[src/rtl/ldr_pkg.sv]
// package: offsets, reset values and carriers of the led driver register file
package ldr_pkg;
  localparam logic [7:0] LDR_OFF_BRIGHT = 8'h00;
  localparam logic [7:0] LDR_OFF_CURR = 8'h02;
  localparam logic [7:0] LDR_OFF_USER1 = 8'h04;
  localparam logic [7:0] LDR_OFF_USER2 = 8'h06;
  localparam logic [7:0] LDR_OFF_SUP_EN = 8'h08;
  localparam logic [7:0] LDR_OFF_BST_EN = 8'h0A;
  localparam logic [7:0] LDR_OFF_LED_EN = 8'h0C;
  localparam logic [7:0] LDR_OFF_SUP_ST = 8'h0E;
  localparam logic [7:0] LDR_OFF_BST_ST = 8'h10;
  localparam logic [7:0] LDR_OFF_LED_ST = 8'h12;
  localparam logic [7:0] LDR_OFF_FSM = 8'h14;
  localparam logic [7:0] LDR_OFF_PWM_IN = 8'h16;
  localparam logic [7:0] LDR_OFF_PWM_OUT = 8'h18;
  localparam logic [7:0] LDR_OFF_CURR_DIAG = 8'h1A;
  localparam logic [7:0] LDR_OFF_BOOST = 8'h1C;
  localparam logic [7:0] LDR_OFF_DETECT = 8'h1E;
  localparam logic [15:0] LDR_RST_BRIGHT = 16'h0000;
  localparam logic [11:0] LDR_RST_CURR = 12'hFFF;
  localparam logic [3:0] LDR_RST_CURR_RSVD = 4'h0;
  localparam logic [15:0] LDR_RST_USER1 = 16'h08A3;
  localparam logic [15:0] LDR_RST_USER2 = 16'h0100;
  localparam logic [7:0] LDR_RST_FAULT_EN = 8'hFF;
  localparam int LDR_FAULTS = 8;
  // base bus address, low bit picked by a strap
  localparam logic [6:0] LDR_BUS_ADDR = 7'h3A;
  localparam int LDR_BIT_CNT_DONE = 8;
  // duty window is 2**16 clocks, 6.5536 ms at 10 MHz
  localparam int LDR_DUTY_W = 16;
  localparam logic [1:0] LDR_EN_RD_ON = 2'h2;
  localparam logic [1:0] LDR_EN_WR_OFF = 2'h1;
  localparam logic [1:0] LDR_EN_WR_ON = 2'h3;

  typedef struct packed {
    logic we;
    logic [7:0] addr;
    logic [15:0] wdata;
  } ldr_req_s;

  typedef struct packed {
    logic [1:0] dim_mode;
    logic [3:0] phase_layout;
    logic [3:0] switching_rate;
    logic [3:0] dimming_rate;
  } ldr_detect_s;

  typedef enum logic [6:0] {
    LDR_IDLE = 7'h01,
    LDR_ADDR = 7'h02,
    LDR_ACK_A = 7'h04,
    LDR_WRB = 7'h08,
    LDR_ACK_W = 7'h10,
    LDR_RDB = 7'h20,
    LDR_ACK_R = 7'h40
  } ldr_state_e;
endpackage : ldr_pkg

[src/rtl/ldr_regfile.sv]
// register file of the four-channel led driver, reached over the serial bus
//
// Operation
// - the live state code of the functional state machine is readable.
// - the pwm pin duty is measured and readable as a 16-bit value.
// - the applied 16-bit output pwm duty is readable.
// - the applied 12-bit current converter code is readable.
// - the 10-bit adaptive boost target code is readable.
// - dimming mode, phase layout, switching and dimming rate are readable.
// - sixteen 16-bit registers sit at even offsets 00h to 1Eh.
// - the brightness setpoint is 16-bit read/write and resets to zero.
// - the 12-bit current level resets to FFFh and drives all outputs.
// - current register bits 15-12 are read/write and reset to zero.
// - a write is address, offset, then the value in two bytes.
// - a read is address, offset, address with read, then two bytes.
// - a fault flag clears only when its status and clear bits are both 1.
// - each fault has a 2-bit enable: reads 10 when on, 00 off; write 01 off, 11 on.
`timescale 1ns/1ps
`default_nettype none
module ldr_regfile
  import ldr_pkg::*;
(
  input wire logic i_core_clk,
  input wire logic i_reset,
  input wire logic i_scl,
  input wire logic i_sda,
  input wire logic i_addr_sel,
  input wire logic i_pwm_in,
  input wire logic [LDR_FAULTS-1:0] i_supply_fault,
  input wire logic [LDR_FAULTS-1:0] i_boost_fault,
  input wire logic [LDR_FAULTS-1:0] i_led_fault,
  input wire logic [15:0] i_live_state_code,
  input wire logic [15:0] i_applied_output_duty,
  input wire logic [11:0] i_applied_current_code,
  input wire logic [9:0] i_boost_target_code,
  input wire ldr_detect_s i_detected,
  output logic o_sda_out,
  output logic o_sda_oe,
  output logic [15:0] o_brightness_setpoint,
  output logic [11:0] o_drive_current_level,
  output logic [15:0] o_user_settings_one,
  output logic [15:0] o_user_settings_two,
  output logic [3*LDR_FAULTS-1:0] o_fault_enable,
  output logic [3*LDR_FAULTS-1:0] o_fault_flags
);
  ldr_req_s req;
  logic [15:0] rdata;
  logic [15:0] duty_in;
  logic [3:0] curr_rsvd_q;
  logic [15:0] diag_fsm_q;
  logic [15:0] diag_out_q;
  logic [11:0] diag_curr_q;
  logic [9:0] diag_boost_q;
  ldr_detect_s diag_det_q;

  ////////////////////////////////////////////////////////////////////////////
  ldr_bus_slave u_bus (
    .i_core_clk(i_core_clk),
    .i_reset(i_reset),
    .i_scl(i_scl),
    .i_sda(i_sda),
    .i_addr_sel(i_addr_sel),
    .i_rdata(rdata),
    .o_req(req),
    .o_sda_oe(o_sda_oe)
  );

  ldr_duty_meter u_duty (
    .i_core_clk(i_core_clk),
    .i_reset(i_reset),
    .i_pwm_in(i_pwm_in),
    .o_duty(duty_in)
  );

  ////////////////////////////////////////////////////////////////////////////
  // write decode; only the ten writable offsets have strobes
  wire wr_bright = req.we && req.addr == LDR_OFF_BRIGHT;
  wire wr_curr = req.we && req.addr == LDR_OFF_CURR;
  wire wr_user1 = req.we && req.addr == LDR_OFF_USER1;
  wire wr_user2 = req.we && req.addr == LDR_OFF_USER2;
  wire [2:0] wr_en = {req.we && req.addr == LDR_OFF_LED_EN,
                      req.we && req.addr == LDR_OFF_BST_EN,
                      req.we && req.addr == LDR_OFF_SUP_EN};
  wire [2:0] wr_st = {req.we && req.addr == LDR_OFF_LED_ST,
                      req.we && req.addr == LDR_OFF_BST_ST,
                      req.we && req.addr == LDR_OFF_SUP_ST};
  wire [3*LDR_FAULTS-1:0] fault_in = {i_led_fault, i_boost_fault,
                                      i_supply_fault};

  always_ff @(posedge i_core_clk) begin
    if (i_reset) begin
      o_brightness_setpoint <= LDR_RST_BRIGHT;
      o_drive_current_level <= LDR_RST_CURR;
      curr_rsvd_q <= LDR_RST_CURR_RSVD;
      o_user_settings_one <= LDR_RST_USER1;
      o_user_settings_two <= LDR_RST_USER2;
      o_sda_out <= 1'b0;
    end else begin
      if (wr_bright) o_brightness_setpoint <= req.wdata;
      if (wr_curr) begin
        o_drive_current_level <= req.wdata[11:0];
        curr_rsvd_q <= req.wdata[15:12];
      end
      if (wr_user1) o_user_settings_one <= req.wdata;
      if (wr_user2) o_user_settings_two <= req.wdata;
    end
  end

  ////////////////////////////////////////////////////////////////////////////
  // per-fault enable and sticky flag, one group per status register
  // next values per bit, one register process keeps a single driver
  wire [3*LDR_FAULTS-1:0] en_d;
  wire [3*LDR_FAULTS-1:0] fl_d;
  genvar g;
  genvar f;
  generate
    for (g = 0; g < 3; g++) begin : g_grp
      for (f = 0; f < LDR_FAULTS; f++) begin : g_flt
        localparam int N = g * LDR_FAULTS + f;
        wire [1:0] en_wr = req.wdata[2*f+1:2*f];
        wire en_on = wr_en[g] && en_wr == LDR_EN_WR_ON;
        wire en_off = wr_en[g] && en_wr == LDR_EN_WR_OFF;
        wire clr = wr_st[g] && req.wdata[2*f] && req.wdata[2*f+1];
        assign en_d[N] = en_on | (o_fault_enable[N] & ~en_off);
        // a fault in the clear cycle stays set
        assign fl_d[N] = fault_in[N] | (o_fault_flags[N] & ~clr);
      end
    end
  endgenerate

  always_ff @(posedge i_core_clk) begin
    if (i_reset) begin
      o_fault_enable <= {3{LDR_RST_FAULT_EN}};
      o_fault_flags <= '0;
    end else begin
      o_fault_enable <= en_d;
      o_fault_flags <= fl_d;
    end
  end

  ////////////////////////////////////////////////////////////////////////////
  // live copies of the diagnostic sources, one clock behind
  always_ff @(posedge i_core_clk) begin
    if (i_reset) begin
      diag_fsm_q <= 16'h0000;
      diag_out_q <= 16'h0000;
      diag_curr_q <= 12'h000;
      diag_boost_q <= 10'h000;
      diag_det_q <= '0;
    end else begin
      diag_fsm_q <= i_live_state_code;
      diag_out_q <= i_applied_output_duty;
      diag_curr_q <= i_applied_current_code;
      diag_boost_q <= i_boost_target_code;
      diag_det_q <= i_detected;
    end
  end

  ////////////////////////////////////////////////////////////////////////////
  // read mux; reads are pure, diagnostic offsets have no write strobe
  function automatic logic [15:0] en_view(input logic [LDR_FAULTS-1:0] en);
    logic [15:0] v;
    v = 16'h0000;
    for (int i = 0; i < LDR_FAULTS; i++) begin
      v[2*i+:2] = en[i] ? LDR_EN_RD_ON : 2'h0;
    end
    return v;
  endfunction : en_view

  function automatic logic [15:0] st_view(input logic [LDR_FAULTS-1:0] st);
    logic [15:0] v;
    v = 16'h0000;
    for (int i = 0; i < LDR_FAULTS; i++) begin
      v[2*i] = st[i];
    end
    return v;
  endfunction : st_view

  wire [15:0] det_word = {2'h0, diag_det_q};
  wire [15:0] en_sup = en_view(o_fault_enable[0+:LDR_FAULTS]);
  wire [15:0] en_bst = en_view(o_fault_enable[LDR_FAULTS+:LDR_FAULTS]);
  wire [15:0] en_led = en_view(o_fault_enable[2*LDR_FAULTS+:LDR_FAULTS]);
  wire [15:0] st_sup = st_view(o_fault_flags[0+:LDR_FAULTS]);
  wire [15:0] st_bst = st_view(o_fault_flags[LDR_FAULTS+:LDR_FAULTS]);
  wire [15:0] st_led = st_view(o_fault_flags[2*LDR_FAULTS+:LDR_FAULTS]);

  always_comb begin
    case (req.addr)
      LDR_OFF_BRIGHT: rdata = o_brightness_setpoint;
      LDR_OFF_CURR: rdata = {curr_rsvd_q, o_drive_current_level};
      LDR_OFF_USER1: rdata = o_user_settings_one;
      LDR_OFF_USER2: rdata = o_user_settings_two;
      LDR_OFF_SUP_EN: rdata = en_sup;
      LDR_OFF_BST_EN: rdata = en_bst;
      LDR_OFF_LED_EN: rdata = en_led;
      LDR_OFF_SUP_ST: rdata = st_sup;
      LDR_OFF_BST_ST: rdata = st_bst;
      LDR_OFF_LED_ST: rdata = st_led;
      LDR_OFF_FSM: rdata = diag_fsm_q;
      LDR_OFF_PWM_IN: rdata = duty_in;
      LDR_OFF_PWM_OUT: rdata = diag_out_q;
      LDR_OFF_CURR_DIAG: rdata = {4'h0, diag_curr_q};
      LDR_OFF_BOOST: rdata = {6'h00, diag_boost_q};
      LDR_OFF_DETECT: rdata = det_word;
      // holes in the map read zero; writes there are dropped
      default: rdata = 16'h0000;
    endcase
  end
endmodule : ldr_regfile
`default_nettype wire

[src/rtl/ldr_duty_meter.sv]
// duty meter: fraction of high time of the pwm pin over a fixed window
`timescale 1ns/1ps
`default_nettype none
module ldr_duty_meter
  import ldr_pkg::*;
(
  input wire logic i_core_clk,
  input wire logic i_reset,
  input wire logic i_pwm_in,
  output logic [15:0] o_duty
);
  logic [LDR_DUTY_W-1:0] win_q;
  logic [LDR_DUTY_W:0] high_q;
  wire win_end = &win_q;
  wire [LDR_DUTY_W:0] high_inc = high_q + {{LDR_DUTY_W{1'b0}}, i_pwm_in};
  // full-high window would read 10000h; saturate to FFFFh
  wire [15:0] duty_sat = high_inc[LDR_DUTY_W] ? 16'hFFFF
                         : high_inc[15:0];

  always_ff @(posedge i_core_clk) begin
    if (i_reset) begin
      win_q <= '0;
      high_q <= '0;
      o_duty <= 16'h0000;
    end else begin
      win_q <= win_q + 1'b1;
      high_q <= win_end ? '0 : high_inc;
      if (win_end) o_duty <= duty_sat;
    end
  end
endmodule : ldr_duty_meter
`default_nettype wire

[src/rtl/ldr_bus_slave.sv]
// two-wire serial slave: 4-byte writes, 5-byte reads of 16-bit registers
`timescale 1ns/1ps
`default_nettype none
module ldr_bus_slave
  import ldr_pkg::*;
(
  input wire logic i_core_clk,
  input wire logic i_reset,
  input wire logic i_scl,
  input wire logic i_sda,
  input wire logic i_addr_sel,
  input wire logic [15:0] i_rdata,
  output ldr_req_s o_req,
  output logic o_sda_oe
);
  ldr_state_e state_q;
  logic scl_q;
  logic sda_q;
  logic [3:0] cnt_q;
  logic [7:0] sh_q;
  logic [1:0] idx_q;
  logic rw_q;
  logic rd_lo_q;
  logic nack_q;
  logic [7:0] lo_q;

  wire rise = i_scl & ~scl_q;
  wire fall = ~i_scl & scl_q;
  wire start = i_scl & scl_q & sda_q & ~i_sda;
  wire stop = i_scl & scl_q & ~sda_q & i_sda;
  wire byte_done = cnt_q == 4'(LDR_BIT_CNT_DONE);
  wire addr_hit = sh_q[7:1] == {LDR_BUS_ADDR[6:1], i_addr_sel};

  always_ff @(posedge i_core_clk) begin
    if (i_reset) begin
      state_q <= LDR_IDLE;
      scl_q <= 1'b1;
      sda_q <= 1'b1;
      cnt_q <= 4'h0;
      sh_q <= 8'h00;
      idx_q <= 2'h0;
      rw_q <= 1'b0;
      rd_lo_q <= 1'b0;
      nack_q <= 1'b0;
      lo_q <= 8'h00;
      o_req <= '0;
      o_sda_oe <= 1'b0;
    end else begin
      scl_q <= i_scl;
      sda_q <= i_sda;
      o_req.we <= 1'b0;
      if (stop) begin
        state_q <= LDR_IDLE;
        o_sda_oe <= 1'b0;
      end else if (start) begin
        // repeated start keeps the offset for the read
        state_q <= LDR_ADDR;
        cnt_q <= 4'h0;
        o_sda_oe <= 1'b0;
      end else begin
        case (state_q)
          LDR_IDLE: ;
          LDR_ADDR, LDR_WRB: begin
            if (rise) begin
              sh_q <= {sh_q[6:0], i_sda};
              cnt_q <= cnt_q + 4'h1;
            end else if (fall && byte_done) begin
              cnt_q <= 4'h0;
              if (state_q == LDR_ADDR) begin
                if (addr_hit) begin
                  rw_q <= sh_q[0];
                  o_sda_oe <= 1'b1;
                  state_q <= LDR_ACK_A;
                  if (!sh_q[0]) idx_q <= 2'h0;
                end else begin
                  state_q <= LDR_IDLE;
                end
              end else begin
                o_sda_oe <= idx_q != 2'h3;
                state_q <= LDR_ACK_W;
                case (idx_q)
                  2'h0: o_req.addr <= sh_q;
                  2'h1: o_req.wdata[15:8] <= sh_q;
                  2'h2: begin
                    o_req.wdata[7:0] <= sh_q;
                    o_req.we <= 1'b1;
                  end
                  default: ;
                endcase
                if (idx_q != 2'h3) idx_q <= idx_q + 2'h1;
              end
            end
          end
          LDR_ACK_A: begin
            if (fall) begin
              if (rw_q) begin
                // snapshot both bytes so the pair is coherent
                sh_q <= i_rdata[15:8];
                lo_q <= i_rdata[7:0];
                rd_lo_q <= 1'b0;
                o_sda_oe <= ~i_rdata[15];
                state_q <= LDR_RDB;
              end else begin
                o_sda_oe <= 1'b0;
                state_q <= LDR_WRB;
              end
            end
          end
          LDR_ACK_W: begin
            if (fall) begin
              o_sda_oe <= 1'b0;
              state_q <= LDR_WRB;
            end
          end
          LDR_RDB: begin
            if (rise) begin
              cnt_q <= cnt_q + 4'h1;
            end else if (fall) begin
              if (byte_done) begin
                cnt_q <= 4'h0;
                o_sda_oe <= 1'b0;
                state_q <= LDR_ACK_R;
              end else begin
                sh_q <= {sh_q[6:0], 1'b0};
                o_sda_oe <= ~sh_q[6];
              end
            end
          end
          LDR_ACK_R: begin
            if (rise) begin
              nack_q <= i_sda;
            end else if (fall) begin
              if (nack_q || rd_lo_q) begin
                state_q <= LDR_IDLE;
              end else begin
                sh_q <= lo_q;
                rd_lo_q <= 1'b1;
                o_sda_oe <= ~lo_q[7];
                state_q <= LDR_RDB;
              end
            end
          end
          default: state_q <= LDR_IDLE;
        endcase
      end
    end
  end
endmodule : ldr_bus_slave
`default_nettype wire

[config.mk]
export PLATFORM = sky130hd
export DESIGN_NAME = ldr_regfile
export DESIGN_NICKNAME = d
export VERILOG_FILES = /design/src/rtl/ldr_pkg.sv /design/src/rtl/ldr_regfile.sv /design/src/rtl/ldr_duty_meter.sv /design/src/rtl/ldr_bus_slave.sv
export SDC_FILE = /design/constraint.sdc
export NUM_CORES = 1
export LEC_CHECK = 0
export BUFFER_PORTS_ARGS = -buffer_cell sky130_fd_sc_hd__clkbuf_2
export CAP_MARGIN = 40
export CORE_MARGIN = 3
export CORE_UTILIZATION = 51
export CTS_CLUSTER_SIZE = 14
export DETAILED_ROUTE_END_ITERATION = 7
export GPL_TIMING_DRIVEN = 0
export PLACE_DENSITY = 0.88
export SLEW_MARGIN = 20
export SYNTH_ARGS = -nofsm -noshare
export SYNTH_HDL_FRONTEND = slang
export SYNTH_HIERARCHICAL = 1
export SYNTH_SLANG_ARGS = --single-unit
[constraint.sdc]
create_clock -name i_core_clk -period 2.5 [get_ports i_core_clk]
set_input_delay 0.125 -clock i_core_clk [delete_from_list [all_inputs] [get_ports i_core_clk]]
set_output_delay 0.125 -clock i_core_clk [all_outputs]
set_load 0.03 [all_outputs]
==> results.sh, run 1 <==
export IMPL_ys_flop_type="dfxtp_1"
export IMPL_drc=3
export IMPL_synth_edff_count=0
export IMPL_synthTopCellsByArea="dfxtp_1 45%, mux2i_1 6.3%, nor2_1 4.6%, nor2b_1 3.6%, nand2_1 3.6%"
export IMPL_synth_seq_cells=289
export IMPL_wl_um=53700
export IMPL_cts_sinks=289
export IMPL_critPathMaxStageDelay_ns=0.52
export IMPL_worstPathArrival_ns=3.07
export IMPL_finalHoldViolCount=0
export IMPL_final_setup_viol_count=12
export IMPL_crit_required_ns=2.93
export IMPL_antenna_found_initial=2
export IMPL_synth_distinct_cells=79
export IMPL_crit_slowest_cell="a222oi_1"
export IMPL_num_rows=57
export IMPL_overflow=0
export IMPL_seqCellArea_um2=5807
export IMPL_skew_ns=0.02977
export IMPL_fillerInstances=1747
export IMPL_synthCells=1427
export IMPL_crit_type="reg2reg"
export IMPL_drive_gt1_share_pct=23.68
export IMPL_maxSlewHeadroom_pct=40.63
export IMPL_dieArea_um2=27330
export IMPL_cts_tree="built"
export IMPL_violations="DRC, setup timing"
export IMPL_power_uw=10580
export IMPL_p_per_area_nw_per_um2=624.2
export IMPL_synth_yosys_seq_area_share_pct=44.69
export IMPL_root_buffer="clkbuf_16"
export IMPL_clock_path_buffers=3
export IMPL_grt_setup_unrepaired="true"
export IMPL_grt_pass1_wl_um=77340
export IMPL_layout_nets=1886
export IMPL_post_route_period_util_pct=105.8
export IMPL_outcome="finished with violations"
export IMPL_cts_max_level=1
export IMPL_reg2regPathDepth=8
export IMPL_viasPerCell=6.504
export IMPL_dr_total_vias=13820
export IMPL_worstHoldStart="i_sda"
export IMPL_period_minus_slack_ns=2.645
export IMPL_synth_top_area_cell="dfxtp_1"
export IMPL_r2r_start="u_bus/o_req[18]"
export IMPL_grt_total_usage_pct=37.43
export IMPL_async_flop_share_pct=0
export IMPL_grt_max_degree=15
export IMPL_yosysWarnings=6
export IMPL_syn_num_nets=1537
export IMPL_syn2layout_area_growth_pct=30.96
export IMPL_routedWlPerCell_um=25.27
export IMPL_peakVddDrop_mv=0.4944
export IMPL_startpoint_type="flop"
export IMPL_die_h_um=165.3
export IMPL_hp_class="in2reg"
export IMPL_hold_end="u_bus/sh_q[0]"
export IMPL_clock_latency_ns=0.57
export IMPL_start_util_pct=52.62
export IMPL_multi_input_area_um2=6741
export IMPL_r2r_end="u_bus/sh_q[1]"
export IMPL_die_width_um=165.3
export IMPL_tightest_slew_ns=0.8782
export IMPL_worstPathCellList="buf_6, buf_4, clkbuf_4, nor3b_1, o21ai_0, nand4_1, a222oi_1, a211oi_2"
export IMPL_maxCapViolCount=0
export IMPL_fmax_mhz=378.1
export IMPL_first_pass_iters=8
export IMPL_io_pins=208
export IMPL_place_ws_ns=-0.6784
export IMPL_yosys_area_top_type_share_pct=44.69
export IMPL_routabilityCongestion=1.093
export IMPL_detail_route_antenna_nets=0
export IMPL_dp_hpwl_um=35570
export IMPL_first_global_vias=13310
export IMPL_core_um2=24600
export IMPL_clk_pin_slew_ns=0.06
export IMPL_syn_area_um2=12950
export IMPL_p_leak_uw=0.007050
export IMPL_port_buffers=205
export IMPL_fin_ws_ns=-0.1448
export IMPL_cts_buffers=30
export IMPL_hold_path_depth=3
export IMPL_drv_slew=0
export IMPL_synth_avg_cell_area_um2=9.072
export IMPL_ff2ff_setup_slack_ns=-0.14
export IMPL_dr_first_iter_drc_count=2213
export IMPL_endpoint_kind="flop"
export IMPL_critPathMaxFanout=10
[state kept, by name, indices dropped and copies added, names as in the netlist, 12 cells and up]
name                   cells
det_word                  14
diag_curr_q               12
diag_fsm_q                16
diag_out_q                16
o_brightness_setpoint     16
o_drive_current_level     12
o_fault_enable            24
o_fault_flags             24
o_user_settings_one       16
o_user_settings_two       16
u_bus/o_req               25
u_duty/high_q             17
u_duty/o_duty             16
u_duty/win_q              16
[through the flow]
step / util [%] / instances / hold slack [ns] / TNS [ns] / instance area (um^2)
after floorplan: - / 1427 / 0.2253 / 0 / 12950
after global placement: 58.43 / 1956 / 0.3315 / -7.591 / 14380
after detailed placement: 58.45 / 1957 / 0.3375 / -9.138 / 14380
after CTS: 67.45 / 2108 / 0.06367 / 0 / 16600
after global routing: 68.89 / 2124 / 0.08031 / -1.961 / 16950
final: 68.90 / 2125 / 0.08100 / -0.4221 / 16950
[per-layer routing]
| layer | wire length (um) | vias to the layer above | share of wire [%] | global-route usage [%] |
|---|---|---|---|---|
| li1 | - | 5794 | - | - |
| met1 | 18160 | 6415 | 34 | 43.91 |
| met2 | 24140 | 1246 | 45 | 60.59 |
| met3 | 7029 | 364 | 13 | 10.88 |
| met4 | 4316 | 2 | 8.0 | 22.16 |
| met5 | 48 | - | 0.089 | 1.894 |
[cells in the final DEF (no fill, tap or decap), types with 31 or more instances in the layout]
cell type / n
mux2i_1: 76
nand3_1: 37
nor2b_1: 73
dlygate4sd3_1: 94
o21ai_0: 40
clkbuf_16: 31
dfxtp_1: 278
clkbuf_1: 54
nor2_1: 158
clkbuf_2: 213
nand2_1: 125
a21oi_1: 66
inv_1: 36
a31oi_1: 38
[cell type report]
class | count | share of cell area (%)
Timing Repair Buffer | 319 | 12.58
Buffer | 103 | 3.410
Sequential cell | 289 | 34.25
Inverter | 36 | 0.7970
Clock buffer | 42 | 5.291
Antenna cell | 2 | 0.02952
Clock inverter | 13 | 1.491
Multi-Input combinational cell | 997 | 39.76
Tap cell | 324 | 2.391
[worst max-delay path, delay by kind of cell, from the launching register on]
kind	cells	cell delay (ns)
AO/OA/AOI/OAI	3	0.92
buffers and inverters	3	0.76
flip-flops	1	0.44
AND/OR/NAND/NOR	2	0.38
[how the worst max path moves through the flow]
| stage | from | to | slack [ns] | cells after the start |
|---|---|---|---|---|
| floorplan | u_bus/state_q[5] | u_bus/o_req[0] | 0.07 | 8 |
| global placement | u_bus/o_req[18] | u_bus/sh_q[1] | -0.64 | 8 |
| detailed placement | u_bus/o_req[18] | u_bus/sh_q[1] | -0.68 | 8 |
| CTS | u_bus/state_q[5] | u_bus/idx_q[1] | 0.002 | 8 |
| global route | u_bus/state_q[2] | u_bus/idx_q[1] | -0.11 | 7 |
| finish | u_bus/o_req[18] | u_bus/sh_q[1] | -0.14 | 8 |
[power by group]
part,internal (uW),switching (uW)
clock network,3220,1930
registers,4700,84.2
logic,285,362
[Yosys cell counts (all sizes together), types with 6 or more instances]
master,count
a211oi,26
a21boi,9
a21oi,66
a222oi,7
a22o,7
a22oi,28
a311o,9
a311oi,10
a31oi,38
a32oi,9
and3,7
buf,41
clkbuf,65
dfxtp,289
ha,12
inv,36
mux2,20
mux2i,82
nand2,129
nand2b,8
nand3,44
nand3b,23
nand4,9
nor2,164
nor2b,75
nor3,22
nor4,16
nor4b,6
o21ai,44
o21bai,10
o22ai,8
or3,10
xnor2,16
xor2,19
[logic make-up (layout without fill, tap and decap cells)]
logic type	after synthesis	in the layout	share of synthesized area, %
xor+xnor	35	35	2.368
flops	289	289	44.69
mux	105	105	8.602
compound gates	305	305	16.22
other cells	1	3	0.02897
fa+ha+maj	12	12	1.160
simple gates	538	539	22.05
buf+inv	142	513	4.890
[timing repair]
action / CTS / global route
resized for setup: 42 / 64
hold buffers: 94 / 0
hold endpoints to repair: 94 / 0
pin swaps: 5 / 14
buffers inserted: 3 / 14
endpoints found under the setup margin: 45 / 65
cloned: 0 / 2
Note: power is estimated with default switching activity, not from simulation.
==> run 2, diff against run 1 <==
--- a/config.mk
+++ b/config.mk
@@ -7,14 +7,14 @@
 export LEC_CHECK = 0
 export BUFFER_PORTS_ARGS = -buffer_cell sky130_fd_sc_hd__clkbuf_2
 export CAP_MARGIN = 40
+export CORE_ASPECT_RATIO = 0.8
 export CORE_MARGIN = 3
 export CORE_UTILIZATION = 51
-export CTS_CLUSTER_SIZE = 14
+export CTS_CLUSTER_SIZE = 20
 export DETAILED_ROUTE_END_ITERATION = 7
 export GPL_TIMING_DRIVEN = 0
 export PLACE_DENSITY = 0.88
 export SLEW_MARGIN = 20
 export SYNTH_ARGS = -nofsm -noshare
 export SYNTH_HDL_FRONTEND = slang
-export SYNTH_HIERARCHICAL = 1
 export SYNTH_SLANG_ARGS = --single-unit
==> run 2 against run 1 <==
  * The flow finishes with violations (setup timing)
  * Critical path depth shrank 1
  * Synthesized cell count rose by 0.42%
  * Cell count fell by 0.52%
  * First-iteration DRC count decreased by 9.8%
  * Critical endpoint is now u_bus.lo_q[0]
  * Largest power group is now sequential cells
==> results.sh, run 2 <==
export IMPL_grt_max_degree=17
export IMPL_cts_tree="built"
export IMPL_async_flop_share_pct=0
export IMPL_reg2regPathDepth=7
export IMPL_synth_avg_cell_area_um2=8.663
export IMPL_violations="setup timing"
export IMPL_dr_total_vias=13130
export IMPL_num_rows=50
export IMPL_dp_cells=1951
export IMPL_cts_buffers=27
export IMPL_critical_path_top_delay_family="simple AND/OR/NAND/NOR gates"
export IMPL_maxSlewHeadroom_pct=35.92
export IMPL_core_um2=23650
export IMPL_hp_class="in2reg"
export IMPL_drive_gt1_share_pct=21.98
export IMPL_worstHoldStart="i_addr_sel"
export IMPL_synth_seq_cells=289
export IMPL_top_register="u_bus.o_req"
export IMPL_synth_edff_count=0
export IMPL_synth_distinct_cells=82
export IMPL_layout_nets=1892
export IMPL_tightest_slew_ns=0.9612
export IMPL_fin_setup_tns_ns=-0.1110
export IMPL_dpl_cell_area_um2=13840
export IMPL_top_regs="u_bus.o_req: 25 flops, o_fault_enable: 24 flops, o_fault_flags: 24 flops"
export IMPL_drc=0
export IMPL_peakVddDrop_mv=0.5738
export IMPL_num_antenna_cells=0
export IMPL_die_h_um=145.5
export IMPL_synth_yosys_seq_area_share_pct=46.60
export IMPL_crit_type="reg2reg"
export IMPL_critPathMaxFanout=10
export IMPL_drv_slew=0
export IMPL_p_leak_uw=0.006421
export IMPL_syn_num_nets=1543
export IMPL_synthCells=1433
export IMPL_hold_path_depth=6
export IMPL_crit_slowest_cell="or4b_4"
export IMPL_final_cell_mix="283 x dfxtp_1, 231 x nand2_1, 209 x clkbuf_2, 142 x nand3_1, 107 x a21oi_1"
export IMPL_finalHoldViolCount=0
export IMPL_largest_reg_flops=25
export IMPL_routabilityCongestion=0.9981
export IMPL_endpoint_kind="flop"
export IMPL_port_buffers=205
export IMPL_syn2layout_area_growth_pct=29.34
export IMPL_synthTopCellsByArea="dfxtp_1 47%, nand2_1 7.0%, nand3_1 5.8%, a21oi_1 4.3%, nor2b_1 3.8%"
export IMPL_first_pass_iters=7
export IMPL_dr_first_iter_drc_count=1996
export IMPL_ff2ff_setup_slack_ns=-0.1
export IMPL_first_global_vias=12750
export IMPL_routedWlPerCell_um=23.76
export IMPL_skew_ns=0.03017
export IMPL_finalNonFillerCells=2114
export IMPL_worstPathCellList="or4b_4, buf_6, nor3_4, a222oi_1, nand3_1, o21ai_1, nand2_1"
export IMPL_io_pins=208
export IMPL_critPathMaxStageDelay_ns=0.57
export IMPL_startpoint_type="flop"
export IMPL_clock_latency_ns=0.58
export IMPL_antenna_found_initial=0
export IMPL_final_setup_viol_count=2
export IMPL_viasPerCell=6.209
export IMPL_layout_commonest_cell="dfxtp_1"
export IMPL_r2r_end="u_bus.lo_q[0]"
export IMPL_cts_sinks=289
export IMPL_outcome="finished with violations"
export IMPL_crit_required_ns=3.00
export IMPL_fmax_mhz=384.7
export IMPL_syn_area_um2=12410
export IMPL_place_ws_ns=-0.5318
export IMPL_r2r_start="u_bus.o_req[21]"
export IMPL_wl_um=50240
export IMPL_yosysWarnings=0
export IMPL_detail_route_antenna_nets=0
export IMPL_crit_buf_inv=1
export IMPL_yosysMostFrequentCell="dfxtp_1"
export IMPL_synth_cells_most_frequent="289 x dfxtp_1, 233 x nand2_1, 144 x nand3_1"
export IMPL_post_route_period_util_pct=104.0
export IMPL_overflow=0
export IMPL_ys_flop_type="dfxtp_1"
export IMPL_p_per_area_nw_per_um2=604.2
export IMPL_worstPathArrival_ns=3.10
export IMPL_synth_top_area_cell="dfxtp_1"
export IMPL_grt_total_usage_pct=36.44
export IMPL_yosys_area_top_type_share_pct=46.60
export IMPL_maxCapViolCount=0
export IMPL_dieArea_um2=26260
export IMPL_die_width_um=180.4
export IMPL_hold_end="u_bus.state_q[2]"
export IMPL_root_buffer="clkbuf_16"
export IMPL_grt_pass1_wl_um=74860
export IMPL_fin_ws_ns=-0.09923
export IMPL_clock_path_buffers=3
export IMPL_clk_pin_slew_ns=0.06
export IMPL_period_minus_slack_ns=2.599
export IMPL_start_util_pct=52.50
export IMPL_dp_hpwl_um=35670
export IMPL_cts_max_level=1
export IMPL_grt_setup_unrepaired="true"
export IMPL_final_cell_area_um2=16060
run 2: stage by stage:
step                util (%)  hold slack [ns]  total power (uW)
global route           67.90           0.2830              9901
detailed placement     58.52           0.3370              5339
global placement       58.49           0.3302              5327
finish                 67.90           0.1873              9701
floorplan                  -           0.2253              5106
CTS                    67.20           0.1800              9640
run 2: worst max path at each step:
| stage | to | cells past startpoint | start |
|---|---|---|---|
| 2_1_floorplan | o_fault_enable[22] | 9 | u_bus.o_req[20] |
| 3_3_place_gp | u_bus.lo_q[1] | 7 | u_bus.state_q[6] |
| 3_5_place_dp | u_bus.lo_q[0] | 8 | u_bus.o_req[17] |
| 4_1_cts | o_fault_enable[9] | 8 | u_bus.o_req[20] |
| 5_1_grt | u_bus.lo_q[1] | 9 | u_bus.o_req[20] |
| 6_report | u_bus.lo_q[0] | 7 | u_bus.o_req[21] |
run 2: worst reg2reg max path: cells and delay by family (launching register included):
family                 cells  cell delay [ns]
DFF                        1             0.35
buffers and inverters      1             0.20
AOI/OAI and AO/OA          2             0.59
and+or+nand+nor            4             1.40
run 2: cell families (layout without fill, tap and decap cells):
logic type	Yosys count	after routing	synth area share, %
AND/OR/NAND/NOR	676	676	27.81
adder cells (fa/ha/maj)	12	12	1.209
flip-flops	289	289	46.60
buffers and inverters	125	494	4.929
multiplexers	22	22	1.905
XOR/XNOR	31	31	2.187
AO/OA/AOI/OAI	277	277	15.33
other	1	1	0.03021
run 2: timing repair:
action	CTS	global route
setup endpoints to repair	99	106
resized for setup	19	45
setup buffers	19	6
pin swaps	10	10
hold endpoints to repair	96	0
hold buffers	95	0
run 2: report_power, final:
part,switching [uW],internal (uW)
Clock,1900,2410
Combinational,338,263
Sequential,84.6,4700
run 2: final cells by class:
| class | count | area (um^2) |
|---|---|---|
| fill | 1827 | 7591 |
| multi-input combinational | 1019 | 6113 |
| sequential | 289 | 5798 |
| timing repair buffer | 328 | 2201 |
| clock buffer | 36 | 739.5 |
| buffer | 101 | 584.3 |
| tap | 312 | 390.4 |
| clock inverter | 13 | 170.2 |
| inverter | 16 | 60.06 |
run 2: per-layer routing:
metal / wire (um) / GRT usage, % / up-vias
met4: 2754 / 16.88 / 0
li1: - / - / 5733
met1: 18290 / 47.58 / 6117
met3: 7414 / 10.97 / 200
met2: 21770 / 55.75 / 1075
met5: 0 / 0 / -
